File: src/dssd_pkg.sv
/*
  Constants and types for the drive spin-up strap decoder.
  Assumes a 50 MHz system clock.
*/
package dssd_pkg;
  localparam int CLK_HZ = 50000000;
  localparam int SEAT_DELAY_MS = 250;
  localparam int SEAT_DELAY_CYC = (SEAT_DELAY_MS * (CLK_HZ / 1000));
  localparam int SPIN_STEP_S = 12;
  localparam int SPIN_STEP_CYC_DEF = 600000000;
  localparam int MAX_DELAY_S = 12;
  localparam int CNT_W = 32;
  localparam int ADDR_W = 4;
  localparam int NARROW_MAX_ADDR = 7;
  localparam int FLASH_HALF_CYC_DEF = 12500000;
  typedef enum logic [1:0] {
    DSSD_SPIN_IMMEDIATE,
    DSSD_SPIN_COMMAND,
    DSSD_SPIN_DELAYED
  } dssd_spin_mode_t;
endpackage

File: src/dssd_sync.sv
/*
  Two-flop synchroniser for a vector of pin inputs.
  Assumes inputs are asynchronous to clk_sys.
*/
`timescale 1ns/10ps
`default_nettype none
module dssd_sync #(
  parameter int WIDTH = 6
) (
  input wire logic clk_sys,
  input wire logic reset_n,
  input wire logic [WIDTH-1:0] async_in,
  output logic [WIDTH-1:0] sync_out
);
  typedef struct packed {
    logic [WIDTH-1:0] meta;
    logic [WIDTH-1:0] stable;
  } dssd_sync_state_t;
  dssd_sync_state_t state;
  dssd_sync_state_t next_state;

  always_comb begin
    next_state.meta = async_in;
    next_state.stable = state.meta;
  end

  // Reset to the open level, so that no strap or seat reads grounded before the pins are seen
  always_ff @(posedge clk_sys or negedge reset_n) begin
    if (!reset_n) begin
      state <= '1;
    end else begin
      state <= next_state;
    end
  end

  assign sync_out = state.stable;
endmodule // dssd_sync
`default_nettype wire

File: src/dssd_top.sv
/*
  Strap decoder and motor spin-up sequencer with activity indicator.
  Assumes strap pins and seated sense arrive asynchronously; command and
  flash requests come from logic on clk_sys. Strap pins read 1 when open.
*/
`timescale 1ns/10ps
`default_nettype none
module dssd_top #(
  parameter bit WIDE_BUS = 1'b0,
  parameter int SEAT_DELAY_CYC = dssd_pkg::SEAT_DELAY_CYC,
  parameter int SPIN_STEP_CYC = dssd_pkg::SPIN_STEP_CYC_DEF,
  parameter int FLASH_HALF_CYC = dssd_pkg::FLASH_HALF_CYC_DEF
) (
  input wire logic clk_sys,
  input wire logic reset_n,
  input wire logic [3:0] address_straps,
  input wire logic delayed_start_strap,
  input wire logic remote_start_strap,
  input wire logic seated_sense_n,
  input wire logic start_unit_cmd,
  input wire logic command_active,
  input wire logic flash_request,
  output logic [3:0] strap_address,
  output logic [1:0] spin_mode,
  output logic straps_valid,
  output logic motor_spin_en,
  output logic activity_indicator_out_n
);
  // --------------------------------------------------------------
  // Pin synchronisation
  // --------------------------------------------------------------
  logic [6:0] pins_sync;
  dssd_sync #(.WIDTH(7)) u_sync (
    .clk_sys(clk_sys),
    .reset_n(reset_n),
    .async_in({seated_sense_n, remote_start_strap, delayed_start_strap, address_straps}),
    .sync_out(pins_sync)
  );

  typedef enum logic [1:0] {
    DSSD_WAIT_SEAT,
    DSSD_SETTLE,
    DSSD_DELAY,
    DSSD_RUN
  } dssd_phase_t;

  typedef struct packed {
    dssd_phase_t phase;
    logic [dssd_pkg::CNT_W-1:0] timer;
    logic [3:0] steps_left;
    logic [3:0] addr;
    dssd_pkg::dssd_spin_mode_t mode;
    logic valid;
    logic spin;
    logic [dssd_pkg::CNT_W-1:0] flash_cnt;
    logic flash_phase;
    logic led_on;
  } dssd_state_t;

  dssd_state_t state;
  dssd_state_t next_state;

  logic [3:0] raw_addr;
  logic dly_gnd;
  logic rmt_gnd;
  logic seated;
  assign raw_addr = ~pins_sync[3:0];
  assign dly_gnd = ~pins_sync[4];
  assign rmt_gnd = ~pins_sync[5];
  assign seated = ~pins_sync[6];

  // --------------------------------------------------------------
  // Sequencer
  // --------------------------------------------------------------
  always_comb begin
    next_state = state;
    case (state.phase)
      DSSD_WAIT_SEAT: begin
        next_state.timer = '0;
        if (seated) begin
          next_state.phase = DSSD_SETTLE;
        end
      end
      DSSD_SETTLE: begin
        // A seat bounce restarts the settle wait
        if (!seated) begin
          next_state.phase = DSSD_WAIT_SEAT;
        end else if (state.timer >= dssd_pkg::CNT_W'(SEAT_DELAY_CYC - 1)) begin
          next_state.timer = '0;
          next_state.valid = 1'b1;
          // Narrow build ignores strap 3 rather than claim an unsupported address
          next_state.addr = WIDE_BUS ? raw_addr : {1'b0, raw_addr[2:0]};
          next_state.steps_left = next_state.addr;
          if (!dly_gnd && !rmt_gnd) begin
            next_state.mode = dssd_pkg::DSSD_SPIN_IMMEDIATE;
            next_state.spin = 1'b1;
            next_state.phase = DSSD_RUN;
          end else if (dly_gnd && !rmt_gnd) begin
            next_state.mode = dssd_pkg::DSSD_SPIN_DELAYED;
            next_state.phase = DSSD_DELAY;
          end else begin
            next_state.mode = dssd_pkg::DSSD_SPIN_COMMAND;
            next_state.phase = DSSD_RUN;
          end
        end else begin
          next_state.timer = state.timer + 1'b1;
        end
      end
      DSSD_DELAY: begin
        // Step length is a parameter so a shorter multiplier can be built in
        if (state.steps_left == 4'h0) begin
          next_state.spin = 1'b1;
          next_state.phase = DSSD_RUN;
        end else if (state.timer >= dssd_pkg::CNT_W'(SPIN_STEP_CYC - 1)) begin
          next_state.timer = '0;
          next_state.steps_left = state.steps_left - 4'h1;
        end else begin
          next_state.timer = state.timer + 1'b1;
        end
      end
      DSSD_RUN: begin
        if (start_unit_cmd) begin
          next_state.spin = 1'b1;
        end
      end
      default: begin
        next_state.phase = DSSD_WAIT_SEAT;
      end
    endcase

    // --------------------------------------------------------------
    // Activity indicator
    // --------------------------------------------------------------
    if (flash_request) begin
      if (state.flash_cnt >= dssd_pkg::CNT_W'(FLASH_HALF_CYC - 1)) begin
        next_state.flash_cnt = '0;
        next_state.flash_phase = ~state.flash_phase;
      end else begin
        next_state.flash_cnt = state.flash_cnt + 1'b1;
      end
    end else begin
      next_state.flash_cnt = '0;
      next_state.flash_phase = 1'b0;
    end
    // Steady command indication overrides any flash pattern
    next_state.led_on = command_active | (flash_request & next_state.flash_phase);
  end

  always_ff @(posedge clk_sys or negedge reset_n) begin
    if (!reset_n) begin
      state <= '{phase: DSSD_WAIT_SEAT, mode: dssd_pkg::DSSD_SPIN_COMMAND, default: '0};
    end else begin
      state <= next_state;
    end
  end

  assign strap_address = state.addr;
  assign spin_mode = state.mode;
  assign straps_valid = state.valid;
  assign motor_spin_en = state.spin;
  assign activity_indicator_out_n = ~state.led_on;
endmodule // dssd_top
`default_nettype wire

File: config.mk
export PLATFORM = sky130hd
export DESIGN_NAME = dssd_top
export DESIGN_NICKNAME = d
export VERILOG_FILES = /design/src/dssd_pkg.sv /design/src/dssd_sync.sv /design/src/dssd_top.sv
export SDC_FILE = /design/constraint.sdc
export NUM_CORES = 1
export LEC_CHECK = 0
export CORE_UTILIZATION = 50
export CTS_CLUSTER_SIZE = 25
export DETAILED_ROUTE_END_ITERATION = 6
export DONT_BUFFER_PORTS = 1
export PLACE_DENSITY = 0.63
export SLEW_MARGIN = 15
export SYNTH_ARGS = -nofsm -noshare
export SYNTH_HDL_FRONTEND = slang
export SYNTH_SLANG_ARGS = --single-unit
export TNS_END_PERCENT = 10
File: constraint.sdc
create_clock -name clk_sys -period 5.4 [get_ports clk_sys]
set_clock_uncertainty 0.15 [all_clocks]
set_input_delay 0.54 -clock clk_sys [delete_from_list [all_inputs] [get_ports clk_sys]]
set_output_delay 0.54 -clock clk_sys [all_outputs]
set_load 0.01 [all_outputs]
==> results of run 1 <==
==> flip-flops by register name, summed over array words and instances, names as in the netlist <==
name and cells:
state 72, u_sync.next_state 6, u_sync.sync_out 6, strap_address 3, spin_mode 2, motor_spin_en 1, straps_valid 1
==> per-stage QoR <==
stage                     setup slack (ns)  utilization  power (mW)  instance area, um2  std cells
final                                1.912       0.5672       1.732                4995        582
after global routing                 1.529       0.5672       1.832                4995        582
after CTS                            1.870       0.5661       1.752                4985        581
after detailed placement             1.883       0.5298       1.192                4666        558
after global placement               1.915       0.5298       1.185                4666        558
after floorplan                      3.129            -       1.102                4637        470
==> kinds of logic after synthesis <==
family | count (synthesis)
buf+inv | 38
fa+ha+maj | 9
flops | 91
mux | 3
simple gates | 197
other cells | 1
xor+xnor | 22
compound gates | 101
==> repair_timing <==
item	CTS	global route
buffers inserted	0	0
endpoints found under the hold margin	96	1
hold buffers	7	1
==> routing by layer <==
metal | global-route usage | vias up | part of all wire
met5 | 0 | - | 0
li1 | - | 1683 | -
met3 | 0.03293 | 8 | 0.022
met2 | 0.3099 | 45 | 0.46
met4 | 0.06760 | 0 | 0.0096
met1 | 0.2807 | 1628 | 0.50
==> power by group <==
group	internal (mW)	total, mW	switching, mW	leakage [nW]
sequential	0.716	0.745	0.0290	1.19
combinational	0.154	0.455	0.301	0.781
clock	0.279	0.532	0.254	0.114
total	1.15	1.73	0.584	2.08
==> how the worst max path moves through the flow <==
stage,startpoint,to,cells after the start
finish,state[46],state[63],9
global route,state[69],state[67],8
CTS,state[46],state[63],9
detailed placement,state[46],state[75],9
global placement,state[46],state[64],9
floorplan,state[66],state[53],7
==> synth_stat cells (3+ instances only) <==
cell type and instances:
and2_1 9, o31ai_2 3, ha_1 9, inv_1 15, and3_1 11, dfstp_2 13, a31oi_1 4, o311ai_1 7
o2bb2ai_1 3, nor2b_1 3, clkbuf_1 12, nor4_1 5, o21ai_1 10, a211oi_1 6, o31ai_1 7, o21ai_0 14
a21oi_1 7, dfrtp_1 78, and4_1 5, buf_4 8, xnor2_1 8, xor2_1 14, nand3_1 29, nand2_1 39
a22o_1 11, nand4_1 17, nor3_1 9, or2_2 3, nor2_1 48, a21o_1 11
==> area by class of cell <==
type,instances,area (um2),share of cell area
Clock buffer,10,137.6,0.02756
Clock inverter,6,93.84,0.01879
Inverter,16,60.06,0.01202
Multi-Input combinational cell,341,2162,0.4329
Sequential cell,91,2293,0.4592
Tap cell,108,135.1,0.02705
Timing Repair Buffer,10,112.6,0.02255
==> worst max-delay path, cell delays in order, from the launching register on <==
cell and delay (ns):
dfrtp_1 0.44, ha_1 0.29, nand4_1 0.12, a311oi_1 0.11, o22ai_1 0.70, nand2b_1 0.36
a21oi_2 0.21, buf_4 0.27, nand2_2 0.33, o311ai_1 0.40
==> results.json, run 1 <==
{
  "synth_xor_area_frac": 0.04183,
  "yosys_warnings": 0,
  "power.leakage_nw": 2.083,
  "synth_top_cell_area_share": 0.4237,
  "violations": "DRC",
  "synth_compound_area_frac": 0.1662,
  "ys_ff_latch": 91,
  "hold_depth": 1,
  "core-area_mm2": 0.008806,
  "whs_ns": 0.1243,
  "grt_pass1_vias": 3275,
  "yosysSeqAreaShare": 0.4978,
  "dp_hpwl_um": 5736,
  "grtUsageTotal": 0.1983,
  "tightest_slew_ns": 0.9084,
  "layout_common_cells": "78 x dfrtp_1, 48 x nor2_1, 39 x nand2_1",
  "drt_iter0_markers": 158,
  "h-tree-depth": 3,
  "wl_um": 8816,
  "grt_max_degree": 92,
  "worst_slew_margin_rel": 0.3944,
  "timing.rr.end": "state[63]",
  "min_path_type": "in2reg",
  "cts-root-buf": "clkbuf_8",
  "clk_latency_ns": 0.36,
  "synthCells": 462,
  "area_delta_synth_final_pct": 8.419,
  "rsz0062_at_grt": "no",
  "synthAdderAreaFrac": 0.02444,
  "die_y_um": 97.99,
  "numCtsBuffers": 9,
  "critical_path_class": "reg2reg",
  "start_kind": "flop",
  "portBuffers": 0,
  "reg2reg_depth": 9,
  "post_cts_resized": 0,
  "die_area_mm2": 0.009602,
  "whs_endpoint": "state[0]",
  "cts.sinks": 91,
  "status": "finished, violations left",
  "gp_congestion": 0.8108,
  "nets": 490,
  "antenna_found_initial": 0,
  "synth-simple-area-share": 0.2227,
  "power_density_mw_per_mm2": 346.8,
  "arrival_ns": 3.59,
  "hold_viol": 0,
  "ant_nets": 0,
  "cp_data_required_time_ns": 5.50,
  "ios": 21,
  "slew_viol_final": 0,
  "path_max_fanout": 20,
  "wl_per_cell_um": 15.15,
  "grt_pass1_wl_um": 15410,
  "avgSynthCellArea_um2": 9.972,
  "synthMuxAreaShare": 0.006790,
  "die_w_um": 97.99,
  "synth_area_mm2": 0.004607,
  "synthArstFlopShare": 1.000,
  "hp-start": "command_active",
  "setup_viol": 0,
  "vias": 3364,
  "synth_top_family_by_area": "simple AND/OR/NAND/NOR gates",
  "cap_viol_max_count": 0,
  "min_period_over_period": 0.6459,
  "end_kind": "flop",
  "vias_per_cell": 5.780,
  "finalCriticalPeriod_ns": 3.488,
  "drc": 1,
  "drive_above_1_share": 0.1034,
  "path_clk_slew_ns": 0.10,
  "synth_enable_flop_cells": 0,
  "diodes": 0,
  "clockBufferDepth": 2,
  "start_util": 0.5232,
  "overflow": 0,
  "synth_cell_types": 66,
  "rows": 34,
  "timing.rr.start": "state[46]",
  "synth_ff_type": "dfrtp_1",
  "layout_commonest_cell": "dfrtp_1",
  "cts_tree": "done",
  "yosys-top-cells-area": "dfrtp_1 42%, dfstp_2 7.4%, nor2_1 3.9%",
  "peakVddDrop_uv": 201.3,
  "fin_tns_setup_ns": 0,
  "fmax_mhz": 286.7,
  "drt-pass1-iter-count": 7,
  "fillers": 764,
  "reg2reg_slack_ns": 1.91,
  "synth_top_cell_by_area": "dfrtp_1"
}
Note: power is estimated with default switching activity, not from simulation.
==> run 2: changes to the inputs <==
--- a/config.mk
+++ b/config.mk
@@ -5,11 +5,12 @@
 export SDC_FILE = /design/constraint.sdc
 export NUM_CORES = 1
 export LEC_CHECK = 0
+export ABC_AREA = 1
 export CORE_UTILIZATION = 50
 export CTS_CLUSTER_SIZE = 25
 export DETAILED_ROUTE_END_ITERATION = 6
 export DONT_BUFFER_PORTS = 1
-export PLACE_DENSITY = 0.63
+export PLACE_DENSITY = 0.66
 export SLEW_MARGIN = 15
 export SYNTH_ARGS = -nofsm -noshare
 export SYNTH_HDL_FRONTEND = slang
==> constraint.sdc (replaced) <==
create_clock -name clk_sys -period 3.13 [get_ports clk_sys]
set_clock_uncertainty 0.15 [all_clocks]
set_input_delay 0.313 -clock clk_sys [delete_from_list [all_inputs] [get_ports clk_sys]]
set_output_delay 0.313 -clock clk_sys [all_outputs]
set_load 0.01 [all_outputs]
==> results.json, run 2 <==
{
  "regMostFlops": "state",
  "cap_viol_max_count": 0,
  "dp.cells": 844,
  "fmax_mhz": 417.3,
  "synth_common_cells": "237 x nand2_1, 135 x nor2_1, 78 x dfrtp_1",
  "hold_depth": 3,
  "hp-start": "start_unit_cmd",
  "die_y_um": 104.0,
  "cts_setup_buffers": 0,
  "drive_above_1_share": 0.05691,
  "wl_um": 10840,
  "yosys_warnings": 0,
  "hold_buffers": 11,
  "synthArstFlopShare": 1.000,
  "crit_path_cell_trace": "inv_1 > ha_1 > nand4_1 > nand2_1 > or2_1 > buf_4 > inv_1 > nand4_1 > nand2_1",
  "numCtsBuffers": 9,
  "ys_ff_latch": 91,
  "clkPwrFrac": 0.291,
  "wl_per_cell_um": 12.44,
  "reg2reg_slack_ns": 0.73,
  "hold_viol": 0,
  "p_sw_frac": 0.3699,
  "ios": 21,
  "start_kind": "flop",
  "synth.most_common_cell": "nand2_1",
  "status": "finished clean",
  "setup_ws_ns": 0.7334,
  "fillers": 960,
  "area_delta_synth_final_pct": 7.859,
  "vias_per_cell": 5.033,
  "yosysSeqAreaShare": 0.4405,
  "p_sw_mw": 1.077,
  "ant_nets": 0,
  "timing.rr.end": "state[72]",
  "largest_reg_flops": 72,
  "timing.rr.start": "state[78]",
  "grt_pass1_wl_um": 19150,
  "start_util": 0.5230,
  "min_period_over_period": 0.7657,
  "layout_commonest_cell": "nand2_1",
  "whs_endpoint": "motor_spin_en",
  "cts_tree": "done",
  "dp_hpwl_um": 7564,
  "end_kind": "flop",
  "core-area_mm2": 0.009955,
  "synth_cell_types": 37,
  "setup_viol": 0,
  "power.leakage_nw": 2.544,
  "min_path_type": "in2reg",
  "critPathMaxStageDelay_ns": 0.46,
  "synthCells": 720,
  "internal_power_mw": 1.835,
  "diodes": 0,
  "overflow": 0,
  "critical_path_class": "reg2reg",
  "final_area_mm2": 0.005615,
  "reg2reg_depth": 9,
  "post_cts_resized": 0,
  "path_clk_slew_ns": 0.11,
  "slew_viol_final": 0,
  "synth_area_mm2": 0.005206,
  "yosys-top-cells-area": "dfrtp_1 37%, nand2_1 17%, nor2_1 9.7%",
  "clockBufferDepth": 2,
  "power_density_mw_per_mm2": 518.6,
  "rsz0062_at_grt": "no",
  "whs_ns": 0.1708,
  "p_seq_frac": 0.441,
  "drc": 0,
  "layout_common_cells": "237 x nand2_1, 135 x nor2_1, 78 x dfrtp_1",
  "avgSynthCellArea_um2": 7.231,
  "synth_top_cell_by_area": "dfrtp_1",
  "drt_iter0_markers": 234,
  "finalCriticalPeriod_ns": 2.397,
  "synth_ff_type": "dfrtp_1",
  "grtUsageTotal": 0.2191,
  "peakVddDrop_uv": 428.2,
  "drt-pass1-iter-count": 5,
  "die_area_mm2": 0.01082,
  "vias": 4384,
  "grt_max_degree": 92,
  "fin_cells": 871,
  "cts-root-buf": "clkbuf_8",
  "nets": 754,
  "antenna_found_initial": 0,
  "arrival_ns": 2.52,
  "cp_slowest_cell": "ha_1",
  "clk_latency_ns": 0.38,
  "gp_congestion": 0.8930,
  "fin_tns_setup_ns": 0,
  "rows": 36,
  "power_frac_comb": 0.268,
  "post-route-util": 0.5641,
  "portBuffers": 0,
  "die_w_um": 104.0,
  "synth_top_cell_area_share": 0.3749,
  "synth_enable_flop_cells": 0,
  "cp_data_required_time_ns": 3.25,
  "grt_pass1_vias": 4215,
  "cts.sinks": 91,
  "h-tree-depth": 3,
  "placed_area_mm2": 0.005280,
  "path_max_fanout": 33,
  "finalPower_mw": 2.912,
  "place_ws_ns": 0.7723
}
-- run 2: changes by cell type in the layout (fill, tap and decap cells not counted), sizes merged, moves of 9 or more --
cell,previous run,this run
nor2,49,136
a21o,11,1
and2,9,0
nor3,11,23
o31ai,10,0
nand3,29,38
nand2,40,241
a22o,11,0
inv,18,68
-- run 2: worst max path at each step --
stage,slack [ns],to,cells after the start,start
floorplan,1.15,state[58],12,state[78]
global placement,0.80,state[65],10,state[78]
detailed placement,0.77,state[61],12,state[46]
CTS,0.75,state[61],12,state[46]
global route,0.49,state[62],10,state[78]
finish,0.73,state[72],9,state[78]
-- run 2: final cells by class --
| class | count | area (um2) | share of cell area |
|---|---|---|---|
| clock buffers | 10 | 127.6 | 0.02273 |
| clock inverters | 6 | 80.08 | 0.01426 |
| inverters | 64 | 240.2 | 0.04278 |
| multi-input cells | 554 | 2565 | 0.4568 |
| flip-flops and latches | 91 | 2293 | 0.4084 |
| well taps | 133 | 166.4 | 0.02963 |
| repair buffers | 13 | 142.6 | 0.02540 |
-- run 2: cells by family after synthesis --
family / synth area share
AND/OR/NAND/NOR: 0.3790
flip-flops: 0.4405
buffers and inverters: 0.07258
AO/OA/AOI/OAI: 0.03845
XOR/XNOR: 0.04710
adder cells (fa/ha/maj): 0.02163
other: 0.0007203
-- run 2: power by group through the flow --
| stage | registers (mW) | logic [mW] | clock network [mW] |
|---|---|---|---|
| after floorplan | 1.29 | 0.652 | 0 |
| after global placement | 1.30 | 0.734 | 0 |
| after detailed placement | 1.31 | 0.741 | 0 |
| after CTS | 1.28 | 0.784 | 0.892 |
| after global routing | 1.29 | 0.894 | 0.928 |
| final | 1.28 | 0.782 | 0.847 |
-- run 2: metal layers --
metal,track usage,vias to the layer above,part of all wire
met5,0,-,0
met4,0.08367,0,0.021
met3,0.05075,19,0.041
met2,0.3633,97,0.47
met1,0.2782,1996,0.46
li1,-,2272,-
-- run 2: worst max-delay path, delay by kind of cell, from the launching register on --
kind,cells,cell delay [ns]
buf+inv,3,0.58
simple gates,5,0.61
flops,1,0.45
fa+ha+maj,1,0.46
